File: src/design/ihc_pkg.sv
// Package with constants and carrier types for the I/O hold/clear block
package ihc_pkg;
    // Register byte offsets
    localparam logic [7:0] IHC_OFF_CTRL     = 8'h00;
    localparam logic [7:0] IHC_OFF_STATUS   = 8'h04;
    localparam logic [7:0] IHC_OFF_BIT_OUT  = 8'h08;
    localparam logic [7:0] IHC_OFF_BIT_IN   = 8'h0c;
    localparam logic [7:0] IHC_OFF_WORD_OUT = 8'h10;
    localparam logic [7:0] IHC_OFF_WORD_IN  = 8'h20;
    localparam logic [7:0] IHC_OFF_PMEM     = 8'h40;
    localparam logic [7:0] IHC_OFF_BANK_SZ  = 8'h10;
    localparam logic [7:0] IHC_OFF_PMEM_SZ  = 8'h40;

    // Control register fields
    localparam int IHC_CTRL_OUT_HOLD   = 0;
    localparam int IHC_CTRL_WIN_HOLD   = 1;
    localparam int IHC_CTRL_START_MODE = 2;
    localparam int IHC_CTRL_LOCK       = 3;
    localparam logic [3:0] IHC_CTRL_RESET = 4'h0;

    // Status register fields
    localparam int IHC_ST_LINK   = 0;
    localparam int IHC_ST_DEVERR = 1;
    localparam int IHC_ST_CPU    = 2;
    localparam int IHC_ST_LIVE   = 5;
    localparam int IHC_ST_BUSY   = 6;
    localparam int IHC_ST_DONE   = 7;

    // Default sizes
    localparam int IHC_NB = 16;
    localparam int IHC_NW = 2;
    localparam int IHC_WW = 16;
    localparam int IHC_NS = 8;

    // CPU run state as reported by the master station
    typedef enum logic [2:0] {
        IHC_CPU_RUN     = 3'b000,
        IHC_CPU_STOP    = 3'b001,
        IHC_CPU_PAUSE   = 3'b010,
        IHC_CPU_RESET   = 3'b011,
        IHC_CPU_ERRSTOP = 3'b100
    } ihc_cpu_e;

    // Start-up batch read sequencer
    typedef enum logic [2:0] {
        IHC_B_IDLE = 3'b000,
        IHC_B_SCAN = 3'b001,
        IHC_B_WAIT = 3'b010,
        IHC_B_DONE = 3'b011
    } ihc_batch_e;

    // APB request bundle from the master
    typedef struct packed {
        logic        psel;
        logic        penable;
        logic        pwrite;
        logic [7:0]  paddr;
        logic [31:0] pwdata;
    } ihc_apb_req_s;
endpackage

File: src/design/ihc_core.sv
// I/O hold/clear bridge core with start-up parameter batch read
`timescale 1ns/1ps
module ihc_core
    import ihc_pkg::*;
#(
    parameter int NB = IHC_NB,
    parameter int NW = IHC_NW,
    parameter int WW = IHC_WW,
    parameter int NS = IHC_NS
) (
    input  wire logic               sys_clk,
    input  wire logic               rst_n,
    input  wire ihc_apb_req_s       apb_req,
    output logic [31:0]             prdata,
    output logic                    pready,
    output logic                    pslverr,
    input  wire logic               link_up,
    input  wire logic [2:0]         cpu_state,
    input  wire logic               dev_error,
    input  wire logic               remote_reset,
    input  wire logic [NB-1:0]      slave_bit_in,
    input  wire logic [NB-1:0]      slave_bit_lost,
    input  wire logic [NW*WW-1:0]   slave_word_in,
    input  wire logic [NW-1:0]      slave_word_lost,
    input  wire logic [NS-1:0]      slave_registered,
    output logic [NB-1:0]           slave_bit_out,
    output logic [NW*WW-1:0]        slave_word_out,
    output logic                    par_req,
    output logic [$clog2(NS)-1:0]   par_id,
    input  wire logic               par_ack,
    input  wire logic [31:0]        par_data
);
    localparam int IW = $clog2(NS);
    localparam int PW = 3 + 3 + 2 * NB + NW * WW + NW + NS;

    // Sizes the decode cannot serve are refused
    if (NB < 1 || NB > 32 || WW < 1 || WW > 32 || NW < 1 || NW > 4 || NS < 2 || NS > 16) begin
        $error("ihc_core: unsupported size parameters");
    end

    typedef struct packed {
        logic [31:0]              prdata;
        logic                     pready;
        logic                     pslverr;
        logic [3:0]               ctrl;
        logic [NB-1:0]            bit_reg;
        logic [NW-1:0][WW-1:0]    word_reg;
        logic [NB-1:0]            bit_out;
        logic [NW-1:0][WW-1:0]    word_out;
        logic [NB-1:0]            bit_in;
        logic [NW-1:0][WW-1:0]    word_in;
        logic                     live;
        logic                     rr_prev;
        logic                     pending;
        ihc_batch_e               bstate;
        logic [IW-1:0]            idx;
        logic                     req;
        logic [NS-1:0][31:0]      pmem;
    } ihc_state_s;

    ihc_state_s st_q;
    ihc_state_s st_d;

    // Pins from the far side pass two flops first
    logic [PW-1:0] pins_s;
    ihc_sync #(.W(PW)) ihc_sync_i (
        .sys_clk (sys_clk),
        .rst_n   (rst_n),
        .d       ({link_up, dev_error, remote_reset, cpu_state, slave_bit_in, slave_bit_lost,
                   slave_word_in, slave_word_lost, slave_registered}),
        .q       (pins_s)
    );

    logic                  link_s;
    logic                  err_s;
    logic                  rr_s;
    logic [2:0]            cpu_s; // Raw code, so unused codes read back as sent
    logic [NB-1:0]         bin_s;
    logic [NB-1:0]         blost_s;
    logic [NW-1:0][WW-1:0] win_s;
    logic [NW-1:0]         wlost_s;
    logic [NS-1:0]         reg_s;
    assign {link_s, err_s, rr_s, cpu_s, bin_s, blost_s, win_s, wlost_s, reg_s} = pins_s;

    // Settings steering the data path
    logic out_hold;
    logic win_hold;
    logic start_mode;
    logic locked;
    assign out_hold   = st_q.ctrl[IHC_CTRL_OUT_HOLD];
    assign win_hold   = st_q.ctrl[IHC_CTRL_WIN_HOLD];
    assign start_mode = st_q.ctrl[IHC_CTRL_START_MODE];
    assign locked     = st_q.ctrl[IHC_CTRL_LOCK];

    // Outputs track the master only while linked and the CPU runs or pauses
    logic live_now;
    assign live_now = link_s
                      && (cpu_s == IHC_CPU_RUN || cpu_s == IHC_CPU_PAUSE);

    // Per-word input path: lost word slave clears or holds
    logic [NW-1:0][WW-1:0] win_next;
    for (genvar g = 0; g < NW; g++) begin : g_win
        assign win_next[g] = wlost_s[g] ? (win_hold ? st_q.word_in[g] : '0) : win_s[g];
    end

    // Register read decode
    function automatic logic [32:0] rd_word(input ihc_state_s s, input logic [7:0] a,
                                            input logic [31:0] stat);
        logic [32:0] r;
        r = {1'b1, 32'h0000_0000};
        if (a == IHC_OFF_CTRL) begin
            r = {1'b0, 28'h000_0000, s.ctrl};
        end else if (a == IHC_OFF_STATUS) begin
            r = {1'b0, stat};
        end else if (a == IHC_OFF_BIT_OUT) begin
            r = {1'b0, 32'(s.bit_reg)};
        end else if (a == IHC_OFF_BIT_IN) begin
            r = {1'b0, 32'(s.bit_in)};
        end else if (a >= IHC_OFF_WORD_OUT && a < IHC_OFF_WORD_OUT + IHC_OFF_BANK_SZ) begin
            if (a[3:2] < NW && a[1:0] == 2'h0) begin
                r = {1'b0, 32'(s.word_reg[a[3:2]])};
            end
        end else if (a >= IHC_OFF_WORD_IN && a < IHC_OFF_WORD_IN + IHC_OFF_BANK_SZ) begin
            if (a[3:2] < NW && a[1:0] == 2'h0) begin
                r = {1'b0, 32'(s.word_in[a[3:2]])};
            end
        end else if (a >= IHC_OFF_PMEM && a < IHC_OFF_PMEM + IHC_OFF_PMEM_SZ) begin
            if (a[5:2] < NS && a[1:0] == 2'h0) begin
                r = {1'b0, s.pmem[a[5:2]]};
            end
        end
        return r;
    endfunction

    logic [31:0] status_w;
    always_comb begin
        status_w = 32'h0000_0000;
        status_w[IHC_ST_LINK]          = link_s;
        status_w[IHC_ST_DEVERR]        = err_s;
        status_w[IHC_ST_CPU +: 3]      = cpu_s;
        status_w[IHC_ST_LIVE]          = st_q.live;
        status_w[IHC_ST_BUSY]          = (st_q.bstate == IHC_B_SCAN || st_q.bstate == IHC_B_WAIT);
        status_w[IHC_ST_DONE]          = (st_q.bstate == IHC_B_DONE);
    end

    logic setup_c;
    logic wr_c;
    logic [32:0] rd_c;
    assign setup_c = apb_req.psel && !apb_req.penable;
    assign wr_c    = apb_req.psel && apb_req.penable && st_q.pready && apb_req.pwrite
                     && !st_q.pslverr;
    assign rd_c    = rd_word(st_q, apb_req.paddr, status_w);

    // Next-state logic
    always_comb begin
        st_d = st_q;
        // APB: answer registered in setup, ready in first access cycle
        st_d.pready  = setup_c;
        st_d.pslverr = setup_c ? (rd_c[32] || (apb_req.pwrite
                       && apb_req.paddr == IHC_OFF_STATUS)) : 1'b0;
        st_d.prdata  = (setup_c && !apb_req.pwrite) ? rd_c[31:0] : 32'h0000_0000;
        if (wr_c) begin
            if (apb_req.paddr == IHC_OFF_CTRL && !locked) begin
                st_d.ctrl = apb_req.pwdata[3:0];
            end else if (apb_req.paddr == IHC_OFF_BIT_OUT) begin
                st_d.bit_reg = apb_req.pwdata[NB-1:0];
            end else if (apb_req.paddr[7:4] == IHC_OFF_WORD_OUT[7:4]) begin
                st_d.word_reg[apb_req.paddr[3:2]] = apb_req.pwdata[WW-1:0];
            end
        end

        // Output path
        st_d.live = live_now && !err_s;
        if (err_s) begin
            st_d.bit_out  = '0;
            st_d.word_out = '0;
        end else if (live_now) begin
            st_d.bit_out  = st_q.bit_reg;
            st_d.word_out = st_q.word_reg;
        end else if (!out_hold) begin
            st_d.bit_out  = '0;
            st_d.word_out = '0;
        end else begin
            st_d.bit_out  = st_q.bit_out;
            st_d.word_out = st_q.word_out;
        end

        // Input path
        if (err_s) begin
            st_d.bit_in  = '0;
            st_d.word_in = '0;
        end else begin
            st_d.bit_in  = bin_s & ~blost_s;
            st_d.word_in = win_next;
        end

        // Remote reset re-arms the start-up read like a power cycle
        st_d.rr_prev = rr_s;
        if (rr_s && !st_q.rr_prev) begin
            st_d.pending = 1'b1;
            st_d.bstate  = IHC_B_IDLE;
            st_d.req     = 1'b0;
        end else begin
            case (st_q.bstate)
                IHC_B_IDLE: begin
                    // Settings must be locked so the mode cannot change mid-read
                    if (st_q.pending && locked) begin
                        if (!start_mode) begin
                            st_d.pending = 1'b0;
                        end else if (link_s && !err_s) begin
                            st_d.pending = 1'b0;
                            st_d.idx     = '0;
                            st_d.bstate  = IHC_B_SCAN;
                        end
                    end
                end
                IHC_B_SCAN: begin
                    if (!link_s || err_s) begin
                        st_d.pending = 1'b1;
                        st_d.bstate  = IHC_B_IDLE;
                    end else if (reg_s[st_q.idx]) begin
                        st_d.req    = 1'b1;
                        st_d.bstate = IHC_B_WAIT;
                    end else if (st_q.idx == IW'(NS - 1)) begin
                        st_d.bstate = IHC_B_DONE;
                    end else begin
                        st_d.idx = st_q.idx + 1'b1;
                    end
                end
                IHC_B_WAIT: begin
                    if (par_ack) begin
                        st_d.req            = 1'b0;
                        st_d.pmem[st_q.idx] = par_data;
                        if (st_q.idx == IW'(NS - 1)) begin
                            st_d.bstate = IHC_B_DONE;
                        end else begin
                            st_d.idx    = st_q.idx + 1'b1;
                            st_d.bstate = IHC_B_SCAN;
                        end
                    end else if (!link_s || err_s) begin
                        // Abandon and retry once communication is back
                        st_d.req     = 1'b0;
                        st_d.pending = 1'b1;
                        st_d.bstate  = IHC_B_IDLE;
                    end
                end
                IHC_B_DONE: begin
                    st_d.bstate = IHC_B_DONE;
                end
                default: begin
                    st_d.bstate = IHC_B_IDLE;
                end
            endcase
        end
    end

    // State register; a reset counts as a power cycle for the start-up read
    always_ff @(posedge sys_clk) begin
        if (!rst_n) begin
            st_q         <= '0;
            st_q.ctrl    <= IHC_CTRL_RESET;
            st_q.pending <= 1'b1;
            st_q.bstate  <= IHC_B_IDLE;
        end else begin
            st_q <= st_d;
        end
    end

    assign prdata         = st_q.prdata;
    assign pready         = st_q.pready;
    assign pslverr        = st_q.pslverr;
    assign slave_bit_out  = st_q.bit_out;
    assign slave_word_out = st_q.word_out;
    assign par_req        = st_q.req;
    assign par_id         = st_q.idx;

    logic stopped_c;
    assign stopped_c = !live_now && !err_s;
endmodule

File: src/design/ihc_sync.sv
// Two-stage synchroniser for pin inputs
`timescale 1ns/1ps
module ihc_sync #(
    parameter int W = 1
) (
    input  wire logic         sys_clk,
    input  wire logic         rst_n,
    input  wire logic [W-1:0] d,
    output logic      [W-1:0] q
);
    typedef struct packed {
        logic [W-1:0] meta;
        logic [W-1:0] stable;
    } ihc_sync_s;

    ihc_sync_s st_q;
    ihc_sync_s st_d;

    // First stage feeds only the second stage
    always_comb begin
        st_d.meta   = d;
        st_d.stable = st_q.meta;
    end

    always_ff @(posedge sys_clk) begin
        if (!rst_n) begin
            st_q <= '0;
        end else begin
            st_q <= st_d;
        end
    end

    assign q = st_q.stable;
endmodule

File: config.mk
export PLATFORM = sky130hd
export DESIGN_NAME = ihc_core
export DESIGN_NICKNAME = d
export VERILOG_FILES = /design/src/design/ihc_pkg.sv /design/src/design/ihc_core.sv /design/src/design/ihc_sync.sv
export SDC_FILE = /design/constraint.sdc
export NUM_CORES = 1
export LEC_CHECK = 0
export ABC_AREA = 1
export BUFFER_PORTS_ARGS = -buffer_cell sky130_fd_sc_hd__buf_2
export CORE_MARGIN = 2
export CORE_UTILIZATION = 44
export CTS_CLUSTER_DIAMETER = 50
export DETAILED_ROUTE_END_ITERATION = 10
export HOLD_SLACK_MARGIN = 0.02
export PLACE_DENSITY = 0.7
export REMOVE_ABC_BUFFERS = 1
export SLEW_MARGIN = 10
export SYNTH_ARGS = -nofsm -noshare
export SYNTH_HDL_FRONTEND = slang
export SYNTH_HIERARCHICAL = 1
export SYNTH_SLANG_ARGS = --single-unit
File: constraint.sdc
create_clock -name sys_clk -period 1.7 [get_ports sys_clk]
set_clock_uncertainty 0.1 [all_clocks]
set_input_delay 0.17 -clock sys_clk [delete_from_list [all_inputs] [get_ports sys_clk]]
set_output_delay 0.17 -clock sys_clk [all_outputs]
set_load 0.005 [all_outputs]
======== Yosys cells after proc, flatten, opt, wreduce, memory -nomap -nowiden ========
Index checks and enable logic that the tools add are counted.
Widths: inputs -> output; s select.
storage, ports and cells
  bits in registers ....................... 608
  input bits .............................. 158
  output and inout port bits .............. 86
  word-level logic and storage cells ...... 182
cells by class
  add/subtract/negate cells ............... 1
  magnitude comparators ................... 13
  equality and inequality tests ........... 25
  muxes and demuxes ....................... 52
  bitwise logic cells ..................... 7
  reduce and logical (&&, ||, !) cells .... 52
operator list
  operator            count
  $mux 33             10
  $bwmux 256          1
  $mux 16             8
  $bmux 32 s3         1
  $demux 32 s3        1
  $mux 48             2
  $mux 32             2
  $bwmux 32           1
  $mux 3              7
  $logic_and 1x1->1   20
  $ne 2x2->1 const B  9
  $and 16x16->16      1
  $demux 16 s1        1
  $eq 8x4->1 const B  2
  $lt 8x6->1 const B  2
  $not 16->16         1
  $mux 7              2
  $pmux 3 s4          1
  $eq 3x2->1 const B  3
  $pmux 3 s3          1
  $eq 8x3->1 const B  1
  $ge 8x5->1 const B  1
  $ge 8x6->1 const B  1
  $ge 8x7->1 const B  1
  39 further kinds    70

======== Depth between registers and ports, before layout ========
Gate-level depths: netlist of run 1.
  depth in word-level cells ............... 11
  gate-level depth with buffers ........... 14
  mapped depth without buffers ............ 12

======== Hierarchy ========
The synthesis of run 1 kept the hierarchy.
by module, submodules not included
  module    times used  cells an instance  area each (um^2)  seq. area each (um^2)
  ihc_core  1           2669               19248.5           8948.6
  ihc_sync  1           498                4563.1            3203.1

======== Worst setup path before layout of run 1 ========
Ideal clock, no wire load.
  path type ............................... register to register
  start point ............................. register st_q[260] (netlist bit)
  end point ............................... register st_q, in the netlist par_id[0]
  library setup time ...................... 115 ps
  data arrival time ....................... 1570 ps
  data required time ...................... 1485 ps
  slack ................................... -85 ps
  stages on the path, launching flop included .. 9
  buffers on the path ..................... 0
  period minus slack after synthesis ...... 1785 ps
  cells stage by stage .................... dfxtp_1 > inv_1 > ha_1 > inv_1 > o21ai_0 > nor4_2 > nand3_1 > nand2_1 > nor2_1
between the ends
  cells in the longest elaborated chain, start to end .. 3
  elaborated cells on any way between the ends .. 12
  those cells by class .................... eq/ne: 8; mux: 1; reduce/logical: 3
ends and longest elaborated chain
  what                                                              line             source
  start, declared                                                   ihc_core.sv:61   ihc_state_s st_q;
  start signal, assigned                                            ihc_core.sv:265  st_q <= st_d;
  $eq 3x1->1 (tied with other cells)                                ihc_core.sv:204  case (st_q.bstate)
  $ne 2x2->1 (no source line) or $reduce_bool 3->1 (tied branches)  n/a
  $reduce_and 8->1 (no source line)                                 n/a
Parallel ways exist; a longest one is shown, timed or not.
A chain may end at the register's enable or synchronous reset.

======== Final worst setup path of run 1 ========
  start point ............................. register st_q[260] (netlist bit)
  end point ............................... register st_q[217] (netlist bit)
between the ends
  cells in the longest elaborated chain, start to end .. 2
ends and longest elaborated chain
  what                               line
  $eq 3x2->1                         ihc_core.sv:204
  $reduce_and 3->1 (no source line)  n/a
No other way between the ends.

==> impl_metrics.ini, run 1 <==
[status]
status = finished with violations
violations = negative setup slack

[synthesis]
synth_mux_area_share_pct = 0
yosysSeqAreaShare_pct = 51.0
synth.distinct_cells = 45
syn-cell-area_sq_um = 23800
ys_warn_count = 6
synth_top_area_cell = dfxtp_1
synth_xor_area_share_pct = 0
synth_top_area_share_pct = 51.0
ys_ff_latch = 607
synthArstFlopShare_pct = 0
avgSynthCellArea_sq_um = 7.52
synth-compound-area-share_pct = 13.9
synth_cells = 3167
synth_top_family_by_area = simple AND/OR/NAND/NOR gates
synth_flop_cell = dfxtp_1
synth_fa_ha_area_share_pct = 0.315
synthMostInstantiatedCell = dfxtp_1
synth_edf_count = 0
synth.top_cells.by_area = dfxtp_1, nand2_1, o21ai_0
synthTopCellsByCount = dfxtp_1, nand2_1, nor2_1
synth-simple-area-share_pct = 22.2

[placement]
gp_congestion = 0.860
dp_slack_ps = -256
port_buffers = 227
post_dp_cell_area_sq_um = 26200
hpwl_um = 44900

[clock_tree]
cts_tree = yes
clk_pin_slew_ps = 60
htree_levels = 2
clk-insertion-delay-late_ps = 640
cts_root_buf = clkbuf_16
clk_path_buf_depth = 3
clock_sinks = 607
numCtsBuffers = 61

[sta]
slew_headroom_pct = 50.3
finalMaxSlewViolations = 0
final-hold-violation-count = 0
rsz0062_at_grt = yes
setup_viol = 60
max_freq_ghz = 0.553
setup_slack_ps = -108
period_minus_slack_ps = 1810
worst_slew_pin_slew_ps = 746
min_period_over_period_pct = 106
holdWs_ps = 46.2

[critical_path]
worstSetupStartpoint = st_q[260]
timing.rr.start = st_q[260]
arrival_ps = 2230
crit_required_ps = 2120
criticalPathCategory = register to register
worst_setup_path_start_kind = register
r2r_slack_ps = -110
setup.worst_path.end_class = register
crit_path_max_fanout = 8

[die]
core_area_sq_um = 53700
io_pins = 244
die_y_um = 237
die_width_um = 237
die_area_sq_um = 56000
initial_utilization_pct = 44.3
placementRows = 85

[global_routing]
grt_pass1_vias = 20300
grt-ovfl-total = 0
grt_use_total_pct = 24.5
grt_util_met2_pct = 40.6
use_met1_pct = 31.4
grtUsageMet3_pct = 4.43
antenna_found_initial = 6
grt.busiest_layer = met2
grt_pass1_wl_um = 109000
grt_max_degree = 180

[drt]
dr_total_vias = 21600
antenna_left = 0
first_pass_iters = 7
drt_iter0_drc = 1933
vias_per_cell = 5.04
route.detailed.drc = 0
wl_per_cell_um = 16.9
wl_um = 72600

[layout]
final_util_pct = 57.2
finalInstanceArea_sq_um = 30700
nets = 3706
drive_gt1_share_pct = 18.2
multi_input_area_sq_um = 8990
register_area_sq_um = 12200
syn_to_final_growth_pct = 28.9
fillCellCount = 4664

[power_and_ir_drop]
vdd_drop_max_mv = 0.843
p_per_area_nw_per_um2 = 982
leakagePower_nw = 13.4

[hold_path]
hp-start = par_ack
hp-class = primary input to register

[job]
drv_cap = 0
==> sequential cells by signal, indices dropped and copies added, names as in the netlist <==
register / cells
pslverr: 1
par_req: 1
pready: 1
st_q: 359
slave_word_out: 32
out_hold: 1
locked: 1
ihc_sync_i/q: 80
prdata: 32
slave_bit_out: 16
par_id: 3
ihc_sync_i/st_d: 80
==> placed cells by master, fill, tap and decap left out, types with 118 or more instances in the layout <==
| master | instances |
|---|---|
| dfxtp_1 | 603 |
| nand2_1 | 559 |
| nor2_1 | 470 |
| inv_1 | 331 |
| o21ai_0 | 271 |
| buf_2 | 226 |
| dlygate4sd3_1 | 165 |
| a21oi_1 | 160 |
| nand3_1 | 131 |
| o21ai_1 | 118 |
==> where the power goes <==
part | internal [mW] | total, mW | leakage [nW] | switching (mW)
sequential | 14.4 | 14.5 | 4.93 | 0.0654
combinational | 0.780 | 1.82 | 7.43 | 1.04
clock | 8.04 | 13.8 | 1.01 | 5.81
==> per-stage QoR <==
stage	power (mW)	cells	TNS [ps]
6_report	30.2	4290	-1360
5_1_grt	31.0	4290	-12240
4_1_cts	30.2	4270	0
3_5_place_dp	16.2	3989	-19110
3_3_place_gp	16.2	3989	-14310
2_1_floorplan	15.3	2896	-268320
==> timing repair <==
action / CTS / global route
cloned: 3 / 12
pin swaps: 4 / 7
setup buffers: 2 / 4
resized for setup: 40 / 203
endpoints found under the setup margin: 257 / 250
hold endpoints to repair: 416 / 0
hold buffers: 165 / 0
==> routing by layer <==
metal | up-vias | part of all wire [%]
met1 | 9960 | 42
met3 | 169 | 7.2
met4 | 4 | 4.0
met5 | - | 0.037
met2 | 788 | 47
li1 | 10700 | -
==> final timing paths <==
path,endpoint,depth (start not counted)
max,st_q[217],9
min,st_q[227],6
max reg2reg,st_q[217],9
min reg2reg,st_q[301],1
==> final cells by class <==
| type | instances | area share (%) |
|---|---|---|
| antenna | 4 | 0.0326 |
| sequential | 607 | 39.6 |
| multi-input combinational | 1915 | 29.3 |
| timing repair buffer | 583 | 16.8 |
| tap | 696 | 2.84 |
| inverter | 374 | 4.75 |
| clock buffer | 87 | 5.78 |
| clock inverter | 24 | 0.958 |
==> worst max-delay path, stage by stage, from the launching register on <==
cell	delay [ps]
dfxtp_2	320
inv_2	70
ha_4	160
nand2_4	70
nor2_8	170
buf_4	150
nand3_4	120
buf_4	210
o21ai_0	230
nor2_1	80
==> cells by family (layout without fill, tap and decap cells) <==
| group | Yosys count | count (layout) |
|---|---|---|
| AO/OA/AOI/OAI | 634 | 634 |
| adder cells (fa/ha/maj) | 6 | 6 |
| buffers and inverters | 645 | 1068 |
| flip-flops | 607 | 607 |
| other | 0 | 4 |
| AND/OR/NAND/NOR | 1275 | 1275 |
No activity file was read; power rests on OpenSTA's default activity.
==> inputs of run 2 (changes only) <==
BUFFER_PORTS_ARGS = -buffer_cell sky130_fd_sc_hd__buf_4   (was -buffer_cell sky130_fd_sc_hd__buf_2)
==> run 2 against run 1 <==
Compared with the run above: the run still ends with negative setup slack left; sequential share of layout area down 0.60 points; critical path depth did not move; non-clock buffer count unchanged; cell count about the same; wire length increased by 1.5%; die area is the same; final area rose by 1.6%; via count increased by 0.28%; worst hold slack worse by 2.3 ps; flip-flop and latch count is the same; clock power barely moved; register-to-register slack lost 50 ps; critical path type unchanged.
==> impl_metrics.ini, run 2 (synthesis gave the netlist of run 1 again) <==
[status]
status = finished with violations
violations = negative setup slack

[sta]
slew_headroom_pct = 35.5
period_minus_slack_ps = 1850
setup_viol = 72
rsz0062_at_grt = yes
min_period_over_period_pct = 109
finalMaxSlewViolations = 0
worst_slew_pin_slew_ps = 967
max_freq_ghz = 0.539
final-hold-violation-count = 0
setup_slack_ps = -155
holdWs_ps = 43.8

[layout]
syn_to_final_growth_pct = 31.0
final_cell_mix = dfxtp_1, nand2_1, nor2_1
nets = 3708
drive_gt1_share_pct = 18.0
final_util_pct = 58.1
fillCellCount = 4603
top_register = st_q
largest_reg_flops = 359
final_common_cell = dfxtp_1

[global_routing]
grt_use_total_pct = 24.8
grt_max_degree = 222
antenna_found_initial = 8
grt_pass1_vias = 20200
grt_pass1_wl_um = 110000
grt-ovfl-total = 0

[power_and_ir_drop]
p_per_area_nw_per_um2 = 963
vdd_drop_max_mv = 1.01
leakagePower_nw = 13.4

[job]
drv_cap = 0

[drt]
dr_wl_met3_um = 4880
highest_layer = met5
first_pass_iters = 5
wl_um = 73700
dr_wl_met2_um = 34800
dr_total_vias = 21700
antenna_left = 0
drt_iter0_drc = 1943
vias_per_cell = 5.05
route.detailed.drc = 0
wl_per_cell_um = 17.2
wl_met1_um = 31300

[clock_tree]
htree_levels = 2
numCtsBuffers = 60
clock_sinks = 607
clk-insertion-delay-late_ps = 630
clk_pin_slew_ps = 60
clk_path_buf_depth = 3
cts_tree = yes
cts_root_buf = clkbuf_16

[die]
die_width_um = 237
die_area_sq_um = 56000
initial_utilization_pct = 44.3
placementRows = 85
io_pins = 244
core_area_sq_um = 53700
die_y_um = 237

[critical_path]
criticalPathCategory = register to register
worst_setup_path_start_kind = register
crit_path_max_fanout = 8
reg2reg_depth = 9
crit_required_ps = 2100
arrival_ps = 2260
setup.worst_path.end_class = register

[placement]
dp_slack_ps = -316
hpwl_um = 44500
gp_congestion = 0.867
port_buffers = 227

[hold_path]
hp-class = primary input to register
min_path_cells = 4
run 2: changes by cell type in the layout (fill, tap and decap cells not counted), moves of 4 or more:
cell | previous run | this run
dlygate4sd3_1 | 165 | 184
o21ai_1 | 118 | 79
clkinv_2 | 10 | 18
nor2_2 | 17 | 12
buf_2 | 226 | 0
clkbuf_1 | 11 | 6
o21ai_0 | 271 | 306
nor2_1 | 470 | 479
buf_6 | 15 | 25
buf_12 | 51 | 44
buf_4 | 111 | 321
nand3_2 | 5 | 9
run 2: path summary, 6_finish.rpt:
check                                  endpoint             start  slack (ps)
worst max-delay path                   st_q[13]         st_q[260]        -150
worst min-delay path            ihc_sync_i/q[2]             rst_n          40
worst max register to register         st_q[13]         st_q[260]        -150
worst min register to register        st_q[313]  ihc_sync_i/q[57]         270
run 2: routing by layer:
metal / up-vias / GRT usage [%]
li1: 10700 / -
met1: 10100 / 32.0
met2: 734 / 41.2
met3: 158 / 4.71
met4: 6 / 9.70
met5: - / 0
run 2: cell type report:
| cell class | count | area [sq um] | share of cell area [%] |
|---|---|---|---|
| timing repair buffer | 583 | 5620 | 18.0 |
| clock inverter | 31 | 322 | 1.03 |
| tap | 696 | 871 | 2.79 |
| multi-input combinational | 1918 | 9020 | 28.9 |
| sequential | 607 | 12200 | 39.0 |
| inverter | 374 | 1450 | 4.65 |
| antenna | 5 | 12.5 | 0.0401 |
| clock buffer | 80 | 1730 | 5.54 |
run 2: where the power goes:
group          switching [mW]  internal, mW  leakage [nW]
registers              0.0674          14.4          4.93
logic                    1.06         0.871          7.46
clock network            5.82          7.78          1.01
run 2: stage by stage:
stage,TNS [ps],cells,power [mW],instance area [sq um]
2_1_floorplan,-268320,2896,15.3,22200
3_3_place_gp,-15160,3972,16.3,26500
3_5_place_dp,-21290,3972,16.3,26500
4_1_cts,-1200,4269,30.0,30500
5_1_grt,-15610,4294,30.9,31200
6_report,-1570,4294,30.0,31200
run 2: what timing repair did:
item,in CTS,in global routing
gates resized for setup,21,184
pin swaps,3,28
cloned,2,10
hold endpoints to repair,421,0
buffers inserted,0,10
endpoints found under the setup margin,294,312
hold buffers,184,0
run 2: worst max-delay path: stages (launching register included):
cell,delay (ps)
dfxtp_2,320
inv_2,70
ha_4,150
nand2_4,70
nor2_8,210
nand3_1,130
buf_6,170
buf_4,160
o21ai_0,250
nor2_1,90
